--- config.mk ---
export PLATFORM = sky130hd
export DESIGN_NAME = exc_entry
export DESIGN_NICKNAME = d
export VERILOG_FILES = /design/src/exc_entry_pkg.sv /design/src/exc_entry.sv
export VERILOG_INCLUDE_DIRS = /design/src
export SDC_FILE = /design/constraint.sdc
export NUM_CORES = 1
export LEC_CHECK = 0
export BUFFER_PORTS_ARGS = -buffer_cell sky130_fd_sc_hd__buf_2
export CAP_MARGIN = 20
export CORE_AREA = 4 4 189 191
export CTS_BUF_LIST = sky130_fd_sc_hd__clkbuf_16
export DETAILED_ROUTE_END_ITERATION = 16
export DIE_AREA = 0 0 193 195
export PLACE_DENSITY = 0.57
export SKIP_LAST_GASP = 1
export SLEW_MARGIN = 10
export SYNTH_ARGS = -nofsm -noshare
export SYNTH_HDL_FRONTEND = slang
export SYNTH_SLANG_ARGS = --single-unit
--- constraint.sdc ---
create_clock -name mclk_in -period 2 [get_ports mclk_in]
set_clock_uncertainty 0.05 [all_clocks]
set_input_delay 0.1 -clock mclk_in [delete_from_list [all_inputs] [get_ports mclk_in]]
set_output_delay 0.1 -clock mclk_in [all_outputs]
set_load 0.005 [all_outputs]
--- src/exc_entry_defines.svh ---
// Offsets, field positions, reset values and vector defaults of the exception entry block
`ifndef EXC_ENTRY_DEFINES_SVH
`define EXC_ENTRY_DEFINES_SVH

// Register byte offsets
`define OFS_STATUS 8'h00
`define OFS_ESTATUS 8'h04
`define OFS_RET_ADDR 8'h08
`define OFS_PTE_ADDR 8'h0c
`define OFS_TLB_MISC 8'h10
`define OFS_CAUSE 8'h14
`define OFS_BAD_ADDR 8'h18

// Status field positions
`define ST_PIE 0
`define ST_USER 1
`define ST_EH 2

// Translation flag positions
`define TM_DATA 0
`define TM_DBL 1
`define TM_ACCESS_RIGHTS_FLAG 2
`define TM_BAD 3

// Page number field in the page-entry address register
`define PTE_VPN_LO 2
`define PTE_VPN_HI 21
`define VA_VPN_LO 12

// Reset values
`define STATUS_RST 3'h0
`define TLB_MISC_RST 4'h0
`define WORD_RST 32'h0000_0000

// Default handler addresses
`define GEN_VEC_DEF 32'h0000_0020
`define FAST_VEC_DEF 32'h0000_0100

`endif

--- src/exc_entry_pkg.sv ---
// Types shared by the exception entry block and its neighbours
package exc_entry_pkg;

	// Kind of access behind a request
	typedef enum logic [2:0] {
		ACC_NONE = 3'h0,
		ACC_FETCH = 3'h1,
		ACC_LOAD = 3'h2,
		ACC_STORE = 3'h3,
		ACC_LINE_INV = 3'h4,
		ACC_LINE_WB = 3'h5,
		ACC_IDX_INV = 3'h6,
		ACC_IDX_WB = 3'h7
	} access_t;

	// Exception kind latched at acceptance
	typedef enum logic [2:0] {
		K_PIPE = 3'h0,
		K_FAST = 3'h1,
		K_DBL = 3'h2,
		K_ACCESS_RIGHTS_FLAG = 3'h3,
		K_MPU = 3'h4
	} kind_t;

	// Entry sequencer, Gray from IDLE through SAVE to VECT
	typedef enum logic [1:0] {
		ST_IDLE = 2'h0,
		ST_SAVE = 2'h1,
		ST_VECT = 2'h3
	} state_t;

	// One request from pipeline and lookup units
	typedef struct packed {
		logic valid;
		logic pipe_exc;
		logic [4:0] pipe_cause;
		access_t acc;
		logic [31:0] vaddr;
		logic [31:0] next_pc;
		logic tlb_match;
		logic tlb_access_rights_flag_ok;
		logic mpu_match;
		logic mpu_access_rights_flag_ok;
	} exc_req_t;

	// Cause codes supplied by the core
	typedef struct packed {
		logic [4:0] fast_i;
		logic [4:0] fast_d;
		logic [4:0] dbl_i;
		logic [4:0] dbl_d;
		logic [4:0] access_rights_flag_x;
		logic [4:0] access_rights_flag_r;
		logic [4:0] access_rights_flag_w;
		logic [4:0] mpu_i;
		logic [4:0] mpu_d;
	} cause_codes_t;

	// All state of the entry block
	typedef struct packed {
		state_t st;
		kind_t kind;
		logic data_side;
		logic [31:0] lat_vaddr;
		logic [31:0] lat_pc;
		logic [4:0] lat_cause;
		logic [2:0] status;
		logic [2:0] estatus;
		logic [31:0] ret_addr;
		logic [19:0] virtual_page_number;
		logic [3:0] tlb_misc;
		logic [4:0] cause;
		logic [31:0] bad_addr;
		logic redir;
		logic [31:0] redir_pc;
		logic [31:0] rdata;
	} entry_state_t;

endpackage : exc_entry_pkg

--- src/exc_entry.sv ---
// Exception detection and hardware entry sequence of the core
`timescale 1ns/10ps
`include "exc_entry_defines.svh"

module exc_entry #(
	parameter bit MMU_ON = 1'b1,
	parameter bit MPU_ON = 1'b0,
	parameter logic [31:0] GEN_VEC = `GEN_VEC_DEF,
	parameter logic [31:0] FAST_VEC = `FAST_VEC_DEF
) (
	// Clock, enable, reset
	input wire logic mclk_in,
	input wire logic ce_in,
	input wire logic rst_b_in,
	// Register port
	input wire logic [7:0] addr_in,
	input wire logic [31:0] wr_data_in,
	input wire logic wr_in,
	input wire logic rd_in,
	output logic [31:0] rd_data_out,
	// Exception requests
	input exc_entry_pkg::exc_req_t req_in,
	input exc_entry_pkg::cause_codes_t codes_in,
	output logic entry_ready_out,
	// Results toward the core
	output logic redirect_valid_out,
	output logic [31:0] redirect_pc_out,
	output logic [2:0] status_out,
	output logic [31:0] ret_addr_out,
	output logic [4:0] cause_out
);

	exc_entry_pkg::entry_state_t cur;
	exc_entry_pkg::entry_state_t next_cur;
	logic eh;
	logic fetch;
	logic load;
	logic store;
	logic data_tr;
	logic mem_acc;
	logic miss;
	logic access_rights_flag;
	logic mpu_viol;
	logic accept;
	exc_entry_pkg::kind_t found;
	logic [4:0] found_cause;
	logic save_regs;

	// Access classification
	assign eh = cur.status[`ST_EH];
	assign fetch = req_in.acc == exc_entry_pkg::ACC_FETCH;
	assign load = req_in.acc == exc_entry_pkg::ACC_LOAD;
	assign store = req_in.acc == exc_entry_pkg::ACC_STORE;
	// Index forms never translate, so only line forms join here
	assign data_tr = load | store
		| (req_in.acc == exc_entry_pkg::ACC_LINE_INV)
		| (req_in.acc == exc_entry_pkg::ACC_LINE_WB);
	assign mem_acc = fetch | data_tr;

	// Lookup faults
	assign miss = MMU_ON & mem_acc & ~req_in.tlb_match;
	// Cache management falls outside fetch, load, store
	assign access_rights_flag = MMU_ON & req_in.tlb_match
		& ~req_in.tlb_access_rights_flag_ok
		& (fetch | load | store);
	// No matching region counts as a violation too
	assign mpu_viol = MPU_ON & ~MMU_ON & mem_acc
		& (~req_in.mpu_match
		| ~req_in.mpu_access_rights_flag_ok);

	// Pick kind and code; pipeline faults are older, so win
	always_comb begin
		found = exc_entry_pkg::K_PIPE;
		found_cause = req_in.pipe_cause;
		if (req_in.pipe_exc) begin
			found = exc_entry_pkg::K_PIPE;
		end else if (miss && eh) begin
			found = exc_entry_pkg::K_DBL;
			found_cause = fetch ? codes_in.dbl_i
				: codes_in.dbl_d;
		end else if (miss) begin
			found = exc_entry_pkg::K_FAST;
			found_cause = fetch ? codes_in.fast_i
				: codes_in.fast_d;
		end else if (access_rights_flag) begin
			found = exc_entry_pkg::K_ACCESS_RIGHTS_FLAG;
			found_cause = fetch ? codes_in.access_rights_flag_x
				: load ? codes_in.access_rights_flag_r
				: codes_in.access_rights_flag_w;
		end else if (mpu_viol) begin
			found = exc_entry_pkg::K_MPU;
			found_cause = fetch ? codes_in.mpu_i
				: codes_in.mpu_d;
		end
	end

	// Only one entry in flight at a time
	assign entry_ready_out = cur.st == exc_entry_pkg::ST_IDLE;
	assign accept = entry_ready_out & req_in.valid
		& (req_in.pipe_exc | miss | access_rights_flag | mpu_viol);

	// Saved copies stay put while a nested entry runs, in the translation build only
	assign save_regs = ~MMU_ON | ~eh;

	// Next state: software writes first, entry actions override
	always_comb begin
		next_cur = cur;
		next_cur.redir = 1'b0;
		next_cur.rdata = `WORD_RST;
		if (rd_in) begin
			unique case (addr_in)
				`OFS_STATUS: next_cur.rdata = {29'h0, cur.status};
				`OFS_ESTATUS: next_cur.rdata = {29'h0, cur.estatus};
				`OFS_RET_ADDR: next_cur.rdata = cur.ret_addr;
				`OFS_PTE_ADDR: next_cur.rdata = {10'h0, cur.virtual_page_number, 2'h0};
				`OFS_TLB_MISC: next_cur.rdata = {28'h0, cur.tlb_misc};
				`OFS_CAUSE: next_cur.rdata = {27'h0, cur.cause};
				`OFS_BAD_ADDR: next_cur.rdata = cur.bad_addr;
				default: next_cur.rdata = `WORD_RST;
			endcase
		end
		if (wr_in) begin
			unique case (addr_in)
				`OFS_STATUS: next_cur.status = wr_data_in[2:0];
				`OFS_ESTATUS: next_cur.estatus = wr_data_in[2:0];
				`OFS_RET_ADDR: next_cur.ret_addr = wr_data_in;
				`OFS_PTE_ADDR: begin
					next_cur.virtual_page_number = wr_data_in[`PTE_VPN_HI:`PTE_VPN_LO];
				end
				`OFS_TLB_MISC: next_cur.tlb_misc = wr_data_in[3:0];
				default: begin
				end
			endcase
		end
		unique case (cur.st)
			exc_entry_pkg::ST_IDLE: begin
				if (accept) begin
					next_cur.kind = found;
					next_cur.data_side = ~fetch;
					next_cur.lat_vaddr = req_in.vaddr;
					next_cur.lat_pc = req_in.next_pc;
					next_cur.lat_cause = found_cause;
					next_cur.st = exc_entry_pkg::ST_SAVE;
				end
			end
			exc_entry_pkg::ST_SAVE: begin
				// Order of the entry actions is fixed
				if (save_regs) begin
					next_cur.estatus = cur.status;
				end
				next_cur.status[`ST_PIE] = 1'b0;
				if (save_regs) begin
					next_cur.ret_addr = cur.lat_pc;
				end
				if (MMU_ON) begin
					next_cur.status[`ST_USER] = 1'b0;
					next_cur.status[`ST_EH] = 1'b1;
				end
				if (MMU_ON && !eh && (cur.kind == exc_entry_pkg::K_FAST
						|| cur.kind == exc_entry_pkg::K_ACCESS_RIGHTS_FLAG)) begin
					next_cur.virtual_page_number = cur.lat_vaddr[31:`VA_VPN_LO];
				end
				// Flags only move for translation faults
				if (MMU_ON && (cur.kind == exc_entry_pkg::K_FAST
						|| cur.kind == exc_entry_pkg::K_DBL
						|| cur.kind == exc_entry_pkg::K_ACCESS_RIGHTS_FLAG)) begin
					if (!eh) begin
						next_cur.tlb_misc[`TM_DATA] = cur.data_side;
					end
					next_cur.tlb_misc[`TM_DBL] =
						cur.kind == exc_entry_pkg::K_DBL;
					next_cur.tlb_misc[`TM_ACCESS_RIGHTS_FLAG] =
						cur.kind == exc_entry_pkg::K_ACCESS_RIGHTS_FLAG;
					next_cur.tlb_misc[`TM_BAD] = 1'b1;
				end
				next_cur.cause = cur.lat_cause;
				next_cur.bad_addr = cur.lat_vaddr;
				next_cur.st = exc_entry_pkg::ST_VECT;
			end
			exc_entry_pkg::ST_VECT: begin
				// Handler addresses are build-time constants
				next_cur.redir = 1'b1;
				next_cur.redir_pc = (MMU_ON
					&& cur.kind == exc_entry_pkg::K_FAST)
					? FAST_VEC : GEN_VEC;
				next_cur.st = exc_entry_pkg::ST_IDLE;
			end
			default: begin
				// Illegal code, back to rest
				next_cur.st = exc_entry_pkg::ST_IDLE;
			end
		endcase
	end

	// State register, frozen while the enable is low
	always_ff @(posedge mclk_in or negedge rst_b_in) begin
		if (!rst_b_in) begin
			cur <= '0;
			cur.st <= exc_entry_pkg::ST_IDLE;
			cur.status <= `STATUS_RST;
			cur.estatus <= `STATUS_RST;
			cur.tlb_misc <= `TLB_MISC_RST;
		end else if (ce_in) begin
			cur <= next_cur;
		end
	end

	// Outputs straight from state
	assign rd_data_out = cur.rdata;
	assign redirect_valid_out = cur.redir;
	assign redirect_pc_out = cur.redir_pc;
	assign status_out = cur.status;
	assign ret_addr_out = cur.ret_addr;
	assign cause_out = cur.cause;

	logic in_save;
	logic cache_op;
	assign in_save = cur.st == exc_entry_pkg::ST_SAVE;
	assign cache_op = req_in.acc == exc_entry_pkg::ACC_LINE_INV
		|| req_in.acc == exc_entry_pkg::ACC_LINE_WB
		|| req_in.acc == exc_entry_pkg::ACC_IDX_INV
		|| req_in.acc == exc_entry_pkg::ACC_IDX_WB;
endmodule : exc_entry

After elaboration in Yosys (flattened, before gate mapping). Cells that the tools add are included.

Add/sub/neg operators: 0. Multiply operators: 0. Div/mod/pow operators: 0. Magnitude comparators: 0. Equality and inequality tests: 17. Shift operators: 0. Multiplexer cells: 30. Bitwise operators: 16. Reduce and logical (&&, ||, !) cells: 15.

Operators by type and width (count): $pmux 32 s7 (1); $mux 99 (1); $mux 32 (3); $mux 75 (1); $mux 62 (1); $mux 20 (2); $mux 5 (8); $mux 33 (1); $eq 8x5->1 const B (3); $mux 3 (6); $eq 8x4->1 const B (2); $eq 3x2->1 const B (4); $mux 9 (1); $eq 8x3->1 const B (1); $logic_not 8->1 (1); $mux 4 (2); $or 1x1->1 (8); $eq 3x1->1 const B (2); $eq 3x3->1 const B (2); $reduce_and 2->1 (3); $reduce_and 3->1 (2); $and 1x1->1 (5); $pmux 2 s2 (1); $reduce_bool 2->1 (2); other kinds (10) (15).

Bits in registers: 239. Latch bits: 0. Memory bits (writable): 0. ROM bits: 0. Input bits: 168. Output and inout bits: 106. Logic and storage cells: 94. Memories: 0.

Longest topological paths before layout. Gate-level depths: netlist of the first run.

Depth in word-level cells: 11. Mapped depth: 8. Mapped depth without buffers: 5.

Least setup slack after synthesis of the first run. No wires, ideal clock.

Path type: reg2reg. Start point: register cur[238] (netlist bit). End point: register cur[115] (netlist bit). Library setup time: 118 ps. Arrival: 1589 ps. Required time: 1832 ps. Setup slack: 243 ps. Stages on the path, launching flop included: 8. Buffers on the path: 2. Period minus slack after synthesis: 1757 ps. Cells stage by stage: dfrtp_1 nor3b_1 nand2_1 and4_1 buf_4 buf_4 a22o_1 a21o_1.

Cells in the longest elaborated chain, start to end: 2.

RTL lines: start: declaration (line exc_entry.sv:33) `exc_entry_pkg::entry_state_t cur;`; start signal: assignment (line exc_entry.sv:204) `cur <= next_cur;`; $eq 2x1->1 (line exc_entry.sv:135) `unique case (cur.st)`; $mux 99 (line exc_entry.sv:135).

No other way between the ends. A chain may end at the register's enable or synchronous reset.

Worst setup path after layout of the first run.
Start point: input req_in[68] (netlist bit). End point: register cur[166] (netlist bit).

Cells in the longest elaborated chain, start to end: 10. Elaborated cells on any way between the ends: 26. Classes of those cells: eq/ne (5); mux (8); bitwise (11); reduce/logical (2).

RTL lines: start: declaration (line exc_entry.sv:22) `input exc_entry_pkg::exc_req_t req_in,`; $eq 3x2->1, on equally long branches (line exc_entry.sv:52, exc_entry.sv:53); $or 1x1->1 (line exc_entry.sv:55) `assign data_tr = load | store`; $or 1x1->1 (line exc_entry.sv:56) `| (req_in.acc == exc_entry_pkg::ACC_LINE_INV)`; $or 1x1->1 (line exc_entry.sv:57) `| (req_in.acc == exc_entry_pkg::ACC_LINE_WB);`; $or 1x1->1 (line exc_entry.sv:58) `assign mem_acc = fetch | data_tr;`; $and 1x1->1 (line exc_entry.sv:61) `assign miss = MMU_ON & mem_acc & ~req_in.tlb_match;`; $or 1x1->1 (2 in series) (line exc_entry.sv:100) `& (req_in.pipe_exc | miss | access_rights_flag | mpu_viol);`; $and 1x1->1 (line exc_entry.sv:100); $reduce_and 3->1 (no line).

Several ways; a longest one is shown, not always the timed one.

==> results of run 1 <==
## critical path: cells and delay by family
kind | cells | cell delay (ns)
buffers and inverters | 4 | 1.49
and+or+nand+nor | 2 | 0.36
muxes | 1 | 0.18
AOI/OAI and AO/OA | 2 | 0.14
## cell usage in the layout, fill, tap and decap left out, drive strengths merged, types with 10 or more instances in the layout
master         n
dfrtp        208
a2bb2oi       33
mux2         104
nor2          15
o21ai         34
a21oi         14
nand3         11
a21o          21
mux2i         10
buf          274
inv           53
a22oi         34
dlygate4sd3  113
a22o          42
clkbuf        26
conb          30
o22ai         56
nand2         22
## stage by stage
stage          setup WS (ns)  instances  instance area (µm²)  total power [W]
6_report              0.0777       1623                13300           0.0140
5_1_grt              0.00438       1622                13300           0.0147
4_1_cts               0.0600       1619                13300           0.0141
3_5_place_dp           0.119       1462                11300          0.00930
3_3_place_gp           0.145       1462                11300          0.00920
2_1_floorplan          0.243        899                10200          0.00825
## metal layers
metal  vias up  GRT usage  share of wire
li1       3629          -              -
met4         2     0.0427          0.030
met3        52     0.0325          0.057
met2       243      0.260           0.47
met1      3929      0.217           0.44
met5         -          0        0.00038
## registers in the layout (all words and copies together) (netlist names)
| name | cells |
|---|---|
| ret_addr_out | 32 |
| cause_out | 5 |
| cur | 133 |
| rd_data_out | 32 |
| status_out | 3 |
| redirect_valid_out | 1 |
| redirect_pc_out | 2 |
## how the worst max path moves through the flow
stage,end,slack (ns),cells past startpoint
floorplan,cur[115]$_DFFE_PN0P_,0.24,7
detailed placement,cur[187]$_DFFE_PN0P_,0.12,5
finish,cur[166]$_DFFE_PN0P_,0.08,9
global placement,cur[188]$_DFFE_PN0P_,0.15,5
CTS,cur[166]$_DFFE_PN0P_,0.06,7
global route,cur[158]$_DFFE_PN0P_,0.004,7
## cells in the mapped netlist, types with 14 or more instances
master,n
sky130_fd_sc_hd__buf_4,110
sky130_fd_sc_hd__dfrtp_1,208
sky130_fd_sc_hd__a2bb2oi_1,33
sky130_fd_sc_hd__inv_1,44
sky130_fd_sc_hd__o22ai_1,56
sky130_fd_sc_hd__nand2_1,22
sky130_fd_sc_hd__mux2_2,104
sky130_fd_sc_hd__clkbuf_1,24
sky130_fd_sc_hd__a22oi_1,34
sky130_fd_sc_hd__buf_2,21
sky130_fd_sc_hd__o21ai_0,24
sky130_fd_sc_hd__nor2_1,15
sky130_fd_sc_hd__a21o_1,21
sky130_fd_sc_hd__a22o_1,42
sky130_fd_sc_hd__a21oi_1,14
## repair_timing
action	in CTS	in global routing
setup buffers	0	2
setup endpoints to repair	0	3
endpoints found under the hold margin	342	0
hold buffers	113	0
resized for setup	0	1
## cell type report
cell class,count,area (µm²),share of cell area
repair buffers,388,2790,0.209
flip-flops and latches,208,5200,0.391
well taps,455,569,0.0427
clock inverters,19,191,0.0144
diodes,1,2.50,0.000188
clock buffers,25,626,0.0470
multi-input cells,483,3780,0.283
inverters,44,165,0.0124
## cell families after synthesis
| logic type | share of synthesized area |
|---|---|
| AOI/OAI and AO/OA | 0.182 |
| DFF | 0.516 |
| buffers and inverters | 0.125 |
| muxes | 0.131 |
| and+or+nand+nor | 0.0454 |
| other | 0.000372 |
## report_power, final
group          internal (W)  switching, W  leakage [nW]
Clock               0.00277       0.00179         0.426
Combinational       0.00176       0.00112          3.22
Sequential          0.00552       0.00101          2.61
==> impl_metrics.sql, run 1 <==
INSERT INTO impl_metrics (metric_group, metric, value, unit) VALUES
('layout', 'finalCoreUtilization', '0.390', ''),
('drt', 'drtIter0Drc', '375', ''),
('timing', 'hold_ws', '0.0256', 'ns'),
('drt', 'first_pass_iters', '5', ''),
('placed_design', 'port_buffers', '231', ''),
('worst_setup_path', 'reg2reg_to', 'cur[180]$_DFFE_PN0P_', ''),
('worst_setup_path', 'worst_ep_required_time', '2.36', 'ns'),
('min_path', 'holdCritStartpoint', 'codes_in[26]', ''),
('logic_synthesis', 'synth.yosys.seq_area_share', '0.516', ''),
('clock_network', 'clock_latency', '0.53', 'ns'),
('timing', 'report.final.hold_viol_count', '0', ''),
('logic_synthesis', 'synth_top_area_frac', '0.516', ''),
('clock_network', 'cts_tree', 'built', ''),
('drt', 'detail_route.vias_per_cell', '4.84', ''),
('logic_synthesis', 'synth_top_flop_cell', 'sky130_fd_sc_hd__dfrtp_1', ''),
('run', 'max_cap_viol_count', '0', ''),
('worst_setup_path', 'critical-path-top-cell-by-count', 'sky130_fd_sc_hd__dlygate4sd3_1', ''),
('logic_synthesis', 'synthDominantAreaCellType', 'sky130_fd_sc_hd__dfrtp_1', ''),
('floorplanning', 'top_level_ports', '274', ''),
('logic_synthesis', 'cells_after_synth', '870', ''),
('clock_network', 'clock-root-buffer', 'sky130_fd_sc_hd__clkbuf_16', ''),
('placed_design', 'globalplace.congestion', '0.828', ''),
('drt', 'detail_route.drc_violations', '0', ''),
('layout', 'area_growth_syn_to_layout', '32.1', '%'),
('worst_setup_path', 'crit_path_top_delay_cell', 'sky130_fd_sc_hd__dlygate4sd3_1', ''),
('drt', 'routed_wl', '31600', 'µm'),
('worst_setup_path', 'slowest_delay', '0.55', 'ns'),
('logic_synthesis', 'synth-edff-count', '0', ''),
('timing', 'timing.final.crit_share', '0.961', ''),
('timing', 'finalWorstPathRequiredPeriod', '1.92', 'ns'),
('worst_setup_path', 'crit-reg2reg-launch', 'cur[238]$_DFFE_PN0P_', ''),
('power', 'cellLeakagePower', '6.25', 'nW'),
('timing', 'max_slew.worst_pin.slew', '0.587', 'ns'),
('logic_synthesis', 'avgSynthCellArea', '11.6', 'µm²'),
('worst_setup_path', 'worst-r2r-setup-slack', '0.12', 'ns'),
('floorplanning', 'fp.dieH', '195', 'µm'),
('clock_network', 'clk_pin_slew', '0.05', 'ns'),
('layout', 'fillerInstances', '3289', ''),
('worst_setup_path', 'critical_path.cell_chain', 'buf_2 > nor3b_2 > buf_4 > mux2i_1 > dlygate4sd3_1 > o21ai_0 > nor2_1 > dlygate4sd3_1 > o22ai_1', ''),
('global_route', 'globalRoute.totalOverflow', '0', ''),
('floorplanning', 'initial_standard_cell_utilization_of_the_core', '0.296', ''),
('placed_design', 'dp.final_hpwl', '21800', 'µm'),
('global_route', 'grtUsageTotal', '0.160', ''),
('min_path', 'hold_end', 'cur[165]$_DFFE_PN0P_', ''),
('logic_synthesis', 'postSynthRegisterBits', '208', ''),
('status', 'status', 'finished clean', ''),
('timing', 'timing_max_transition_violations_final', '0', ''),
('drt', 'detail_route_antenna_nets', '0', ''),
('worst_setup_path', 'critPathMaxFanout', '11', ''),
('timing', 'setup-violations-final', '0', ''),
('worst_setup_path', 'cp-start-kind', 'input pin', ''),
('min_path', 'min_path_type', 'input pin to register', ''),
('global_route', 'first_pass_grt_wire_length', '47200', 'µm'),
('timing', 'grt_setup_unrepaired', 'false', ''),
('power', 'power.density_cell_area', '1050', 'nW/µm²'),
('worst_setup_path', 'cells_on_worst_reg2reg_path', '6', ''),
('worst_setup_path', 'timing.critical_path.arrival', '2.28', 'ns'),
('floorplanning', 'dieWidth', '193', 'µm'),
('layout', 'layout.nets', '1318', ''),
('drt', 'vias', '7855', ''),
('timing', 'fin_tns_setup', '0', 'ns'),
('min_path', 'hold_depth', '5', ''),
('clock_network', 'maximum_buffer_depth_of_the_clock_tree', '3', ''),
('layout', 'layout-drive-gt1-share', '0.368', ''),
('floorplanning', 'floorplan.die_area', '37600', 'µm²'),
('logic_synthesis', 'post_synth_instance_area', '10100', 'µm²'),
('worst_setup_path', 'critPathCaptureType', 'register', ''),
('clock_network', 'cts_sinks', '208', ''),
('floorplanning', 'fp-row-count', '68', ''),
('floorplanning', 'core_region_area', '34100', 'µm²'),
('logic_synthesis', 'synth-async-reset-ratio', '1.00', '');
No activity file was read; power rests on OpenSTA's default activity.
==> inputs of run 2 (changes only) <==
Settings changed: CAP_MARGIN 20 to 30, PLACE_DENSITY 0.57 to default.
==> impl_metrics.sql, run 2 (synthesis results as in run 1) <==
INSERT INTO impl_metrics (metric_group, metric, value, unit) VALUES
('worst_setup_path', 'cp-start-kind', 'input pin', ''),
('power', 'power.density_cell_area', '1040', 'nW/µm²'),
('power', 'peak_ir_drop_on_the_vdd_network', '606', 'µV'),
('status', 'status', 'finished clean', ''),
('worst_setup_path', 'cp.depth', '8', ''),
('global_route', 'first_pass_grt_wire_length', '48600', 'µm'),
('clock_network', 'clk_pin_slew', '0.06', 'ns'),
('worst_setup_path', 'crit_path_max_delay_family', 'buffers and inverters', ''),
('timing', 'setup-violations-final', '0', ''),
('timing', 'fin_tns_setup', '0', 'ns'),
('worst_setup_path', 'timing.critical_path.buf_inv', '3', ''),
('placed_design', 'dp.final_hpwl', '22000', 'µm'),
('floorplanning', 'fp-row-count', '68', ''),
('global_route', 'grtUsageTotal', '0.164', ''),
('placed_design', 'placed_cells', '1461', ''),
('floorplanning', 'floorplan.die_area', '37600', 'µm²'),
('drt', 'detail_route.drc_violations', '0', ''),
('global_route', 'vias_in_the_first_global_route', '8300', ''),
('timing', 'max_slew.worst_pin.slew', '0.506', 'ns'),
('worst_setup_path', 'critical_path.cell_chain', 'dlygate4sd3_1 > buf_2 > or3_4 > nand3_2 > nor2_1 > a22oi_1 > o21ai_0 > dlygate4sd3_1', ''),
('worst_setup_path', 'criticalPathCategory', 'input pin to register', ''),
('timing', 'timing.final.crit_share', '0.962', ''),
('placed_design', 'port_buffers', '231', ''),
('timing', 'report.final.hold_viol_count', '0', ''),
('power', 'design_power_total', '0.0138', 'W'),
('worst_setup_path', 'critPathCaptureType', 'register', ''),
('drt', 'detail_route.vias_per_cell', '4.86', ''),
('worst_setup_path', 'timing.critical_path.arrival', '2.27', 'ns'),
('clock_network', 'cts_tree', 'built', ''),
('min_path', 'min_path_type', 'input pin to async pin', ''),
('layout', 'top_library_cells_by_usage_in_the_layout_fill_and_taps_aside', 'sky130_fd_sc_hd__buf_2 (229), sky130_fd_sc_hd__dfrtp_1 (208), sky130_fd_sc_hd__dlygate4sd3_1 (115)', ''),
('clock_network', 'h-tree-depth', '1', ''),
('timing', 'timing.fmax', '520', 'MHz'),
('clock_network', 'numCtsBuffers', '25', ''),
('drt', 'routed_wl', '31700', 'µm'),
('layout', 'final_cell_count_no_fill', '1626', ''),
('global_route', 'globalRoute.totalOverflow', '0', ''),
('layout', 'layout-drive-gt1-share', '0.369', ''),
('floorplanning', 'fp.dieH', '195', 'µm'),
('drt', 'vias', '7898', ''),
('timing', 'worst_slew_margin_rel', '0.660', ''),
('floorplanning', 'core_region_area', '34100', 'µm²'),
('clock_network', 'clock_latency', '0.52', 'ns'),
('worst_setup_path', 'crit-reg2reg-launch', 'cur[238]$_DFFE_PN0P_', ''),
('floorplanning', 'initial_standard_cell_utilization_of_the_core', '0.296', ''),
('timing', 'grt_setup_unrepaired', 'false', ''),
('timing', 'timing_max_transition_violations_final', '0', ''),
('layout', 'finalCoreUtilization', '0.389', ''),
('layout', 'layout.nets', '1316', ''),
('floorplanning', 'top_level_ports', '274', ''),
('drt', 'drtIter0Drc', '454', ''),
('clock_network', 'clock-root-buffer', 'sky130_fd_sc_hd__clkbuf_16', ''),
('worst_setup_path', 'critical-path-top-cell-by-count', 'sky130_fd_sc_hd__dlygate4sd3_1', ''),
('power', 'cellLeakagePower', '6.21', 'nW'),
('drt', 'first_pass_iters', '5', ''),
('drt', 'detail_route_antenna_nets', '0', ''),
('clock_network', 'cts_sinks', '208', ''),
('floorplanning', 'dieWidth', '193', 'µm'),
('layout', 'largest-register', 'cur', ''),
('timing', 'finalWorstPathRequiredPeriod', '1.92', 'ns'),
('worst_setup_path', 'crit_path_top_delay_cell', 'sky130_fd_sc_hd__dlygate4sd3_1', ''),
('clock_network', 'maximum_buffer_depth_of_the_clock_tree', '3', ''),
('global_route', 'grt_antenna_before_repair', '5', ''),
('layout', 'max_ffs_per_register', '133', ''),
('drt', 'wl_per_cell', '19.5', 'µm'),
('layout', 'layout.cells.most_common', 'sky130_fd_sc_hd__buf_2', ''),
('worst_setup_path', 'critPathMaxFanout', '9', ''),
('layout', 'area_growth_syn_to_layout', '31.6', '%'),
('worst_setup_path', 'slowest_delay', '0.57', 'ns'),
('worst_setup_path', 'worst_setup_path_startpoint', 'req_in[70]', ''),
('run', 'max_cap_viol_count', '0', ''),
('placed_design', 'globalplace.congestion', '0.794', ''),
('worst_setup_path', 'cells_on_worst_reg2reg_path', '6', ''),
('global_route', 'grt_max_degree', '77', ''),
('worst_setup_path', 'worst_ep_required_time', '2.35', 'ns');
==> run 2: repair_timing <==
item | CTS | global route
setup buffers | 0 | 0
gates resized for setup | 0 | 2
endpoints found under the setup margin | 0 | 40
hold buffers | 115 | 0
endpoints found under the hold margin | 345 | 0
==> run 2: worst reg2reg max path, stage by stage (launching register included) <==
cell and delay (ns):
sky130_fd_sc_hd__dfrtp_1 0.45, sky130_fd_sc_hd__nor3b_1 0.39, sky130_fd_sc_hd__nand2_1 0.12, sky130_fd_sc_hd__and4_1 0.25, sky130_fd_sc_hd__buf_12 0.17, sky130_fd_sc_hd__a22o_1 0.20, sky130_fd_sc_hd__a21o_1 0.15
==> run 2: stage by stage <==
step	setup WS [ns]	hold slack, ns	area (µm²)
6_report	0.0759	0.0236	13300
5_1_grt	0.00244	0.0492	13300
4_1_cts	0.0795	0.0122	13300
3_5_place_dp	0.0926	-0.0203	11300
3_3_place_gp	0.127	-0.0237	11300
2_1_floorplan	0.243	-0.246	10200
==> run 2: routing by layer <==
layer	part of all wire	track usage
met2	0.48	0.273
met1	0.44	0.221
met5	0	0
met3	0.052	0.0284
met4	0.030	0.0448
==> run 2: power breakdown <==
part	switching [W]	internal (W)	total [W]	leakage [nW]
clock	0.00180	0.00254	0.00434	0.406
combinational	0.00112	0.00176	0.00289	3.19
sequential	0.00102	0.00552	0.00654	2.61
total	0.00395	0.00982	0.0138	6.21
==> run 2: worst paths after layout <==
check                                                  to  slack (ns)
worst max-delay path                 cur[234]$_DFFE_PN0P_        0.08
max in group asynchronous       status_out[1]$_DFFE_PN0P_        1.12
worst min-delay path                 cur[211]$_DFFE_PN0P_        0.02
worst max register to register       cur[120]$_DFFE_PN0P_        0.12
min in group mclk_in                 cur[167]$_DFFE_PN0P_        0.04
worst min register to register       cur[110]$_DFFE_PN0P_        0.42
==> run 2: cell type report <==
class	instances	area (µm²)
well taps	455	569
clock buffers	25	626
fillers	3277	20800
repair buffers	386	2760
multi-input cells	483	3780
clock inverters	20	156
inverters	44	165
diodes	5	12.5
flip-flops and latches	208	5200
==> inputs of run 3 (changes only) <==
Settings changed: CELL_PAD_IN_SITES_DETAIL_PLACEMENT from default to 0, CELL_PAD_IN_SITES_GLOBAL_PLACEMENT from default to 2, PLACE_DENSITY_LB_ADDON from default to 0.1.
==> impl_metrics.sql, run 3 (synthesis results as in run 1) <==
INSERT INTO impl_metrics (metric_group, metric, value, unit) VALUES
('timing', 'timing.fmax', '529', 'MHz'),
('floorplanning', 'core_region_area', '34100', 'µm²'),
('clock_network', 'cts_tree', 'built', ''),
('clock_network', 'clock_latency', '0.52', 'ns'),
('global_route', 'first_pass_grt_wire_length', '49700', 'µm'),
('clock_network', 'clk_pin_slew', '0.05', 'ns'),
('min_path', 'holdCritStartpoint', 'codes_in[23]', ''),
('worst_setup_path', 'cp-start-kind', 'register', ''),
('timing', 'setup_slack', '0.109', 'ns'),
('global_route', 'grt_max_degree', '62', ''),
('worst_setup_path', 'critical_path.cell_chain', 'nor2_2 > nand3_1 > a21oi_4 > buf_12 > mux2_2', ''),
('timing', 'timing.final.crit_share', '0.946', ''),
('worst_setup_path', 'timing.critical_path.buf_inv', '1', ''),
('floorplanning', 'floorplan.die_area', '37600', 'µm²'),
('timing', 'max_slew.worst_pin.slew', '0.516', 'ns'),
('timing', 'worst_slew_margin_rel', '0.653', ''),
('global_route', 'grtUsageTotal', '0.169', ''),
('placed_design', 'detailed_place.area', '11400', 'µm²'),
('worst_setup_path', 'reg2reg_to', 'cur[194]$_DFFE_PN0P_', ''),
('placed_design', 'dp.final_hpwl', '23100', 'µm'),
('worst_setup_path', 'worst_ep_required_time', '2.35', 'ns'),
('clock_network', 'maximum_buffer_depth_of_the_clock_tree', '3', ''),
('min_path', 'hold_depth', '4', ''),
('global_route', 'grt_antenna_before_repair', '0', ''),
('drt', 'detail_route_antenna_nets', '0', ''),
('global_route', 'globalRoute.totalOverflow', '0', ''),
('clock_network', 'clock-root-buffer', 'sky130_fd_sc_hd__clkbuf_16', ''),
('clock_network', 'cts_sinks', '208', ''),
('floorplanning', 'fp.dieH', '195', 'µm'),
('layout', 'max_ffs_per_register', '133', ''),
('timing', 'timing_max_transition_violations_final', '0', ''),
('drt', 'wl_per_cell', '20.0', 'µm'),
('power', 'cellLeakagePower', '6.23', 'nW'),
('layout', 'top_library_cells_by_usage_in_the_layout_fill_and_taps_aside', 'sky130_fd_sc_hd__buf_2 (229), sky130_fd_sc_hd__dfrtp_1 (208), sky130_fd_sc_hd__dlygate4sd3_1 (107)', ''),
('placed_design', 'pre_cts_slack', '0.0383', 'ns'),
('worst_setup_path', 'slowest_delay', '0.44', 'ns'),
('layout', 'layout.cells.most_common', 'sky130_fd_sc_hd__buf_2', ''),
('drt', 'drtIter0Drc', '332', ''),
('placed_design', 'port_buffers', '231', ''),
('layout', 'largest-register', 'cur', ''),
('layout', 'layout-drive-gt1-share', '0.370', ''),
('worst_setup_path', 'crit-reg2reg-launch', 'cur[238]$_DFFE_PN0P_', ''),
('layout', 'final_area', '13200', 'µm²'),
('drt', 'detail_route.drc_violations', '0', ''),
('worst_setup_path', 'critPathCaptureType', 'register', ''),
('drt', 'vias', '7666', ''),
('worst_setup_path', 'timing.critical_path.arrival', '2.24', 'ns'),
('worst_setup_path', 'criticalPathCategory', 'register to register', ''),
('layout', 'area_growth_syn_to_layout', '31.0', '%'),
('timing', 'grt_setup_unrepaired', 'true', ''),
('floorplanning', 'initial_standard_cell_utilization_of_the_core', '0.296', ''),
('global_route', 'vias_in_the_first_global_route', '8192', ''),
('power', 'design_power_total', '0.0136', 'W'),
('timing', 'report.final.hold_viol_count', '0', ''),
('drt', 'first_pass_iters', '4', ''),
('layout', 'layout.nets', '1316', ''),
('worst_setup_path', 'cells_on_worst_reg2reg_path', '5', ''),
('power', 'peak_ir_drop_on_the_vdd_network', '541', 'µV'),
('worst_setup_path', 'worst_setup_path_startpoint', 'cur[238]$_DFFE_PN0P_', ''),
('drt', 'routed_wl', '32400', 'µm'),
('status', 'status', 'finished clean', ''),
('timing', 'setup-violations-final', '0', ''),
('timing', 'finalWorstPathRequiredPeriod', '1.89', 'ns'),
('floorplanning', 'fp-row-count', '68', ''),
('clock_network', 'numCtsBuffers', '26', ''),
('placed_design', 'globalplace.congestion', '0.743', ''),
('min_path', 'min_path_type', 'input pin to register', ''),
('worst_setup_path', 'critPathMaxFanout', '37', ''),
('floorplanning', 'top_level_ports', '274', ''),
('power', 'power.density_cell_area', '1030', 'nW/µm²'),
('worst_setup_path', 'worst-r2r-setup-slack', '0.11', 'ns'),
('run', 'max_cap_viol_count', '0', ''),
('worst_setup_path', 'crit_path_max_delay_family', 'flip-flops', ''),
('worst_setup_path', 'crit_path_top_delay_cell', 'sky130_fd_sc_hd__dfrtp_1', ''),
('floorplanning', 'dieWidth', '193', 'µm'),
('clock_network', 'h-tree-depth', '1', ''),
('min_path', 'hold_end', 'cur[167]$_DFFE_PN0P_', ''),
('layout', 'diodes', '0', ''),
('drt', 'detail_route.vias_per_cell', '4.73', ''),
('layout', 'finalCoreUtilization', '0.387', '');
-- run 3: changes by cell type in the layout (fill, tap and decap cells not counted), sizes merged --
cell | before | now
buf | 271 | 278
bufinv | 2 | 1
clkbuf | 25 | 27
clkinv | 9 | 7
clkinvlp | 1 | 0
diode | 5 | 0
dlygate4sd3 | 115 | 107
inv | 52 | 55
-- run 3: through the flow --
step	std cells	hold slack (ns)	TNS [ns]
2_1_floorplan	899	-0.246	0
3_3_place_gp	1468	0.0386	0
5_1_grt	1621	0.0440	-0.00592
3_5_place_dp	1468	0.0358	0
4_1_cts	1621	0.00487	0
6_report	1621	0.0208	0
-- run 3: final cells by class --
cell class / instances / area [µm²]
clock buffers: 27 / 676
clock inverters: 19 / 103
fillers: 3373 / 20900
inverters: 44 / 165
multi-input cells: 483 / 3770
flip-flops and latches: 208 / 5200
well taps: 455 / 569
repair buffers: 385 / 2720
-- run 3: tightest hold or removal path, stage by stage --
cell                      delay [ns]
sky130_fd_sc_hd__buf_2          0.07
sky130_fd_sc_hd__a22o_1         0.12
sky130_fd_sc_hd__nand2_1        0.08
sky130_fd_sc_hd__a31oi_1        0.16
-- run 3: how the worst max path moves through the flow --
stage,slack (ns),endpoint,cells after the start
floorplan,0.24,cur[115]$_DFFE_PN0P_,7
global placement,0.09,cur[221]$_DFFE_PN0P_,5
detailed placement,0.04,cur[192]$_DFFE_PN0P_,5
CTS,0.02,cur[187]$_DFFE_PN0P_,5
global route,-0.006,cur[106]$_DFFE_PN0P_,7
finish,0.11,cur[194]$_DFFE_PN0P_,5
-- run 3: layer usage --
metal | GRT usage | vias to the layer above | share of wire
met5 | 0 | - | 0
met4 | 0.0262 | 0 | 0.010
met3 | 0.0279 | 29 | 0.051
met2 | 0.280 | 205 | 0.48
met1 | 0.237 | 3826 | 0.46
li1 | - | 3606 | -
-- run 3: repair_timing --
item / 4_1_cts / 5_1_grt
endpoints found under the hold margin: 339 / 0
setup endpoints to repair: 0 / 64
buffers inserted: 0 / 0
resized for setup: 0 / 1
hold buffers: 107 / 0
-- run 3: power by group --
group	switching, W	total, W	internal (W)
Sequential	0.000974	0.00650	0.00552
Clock	0.00178	0.00431	0.00253
Combinational	0.00109	0.00283	0.00173
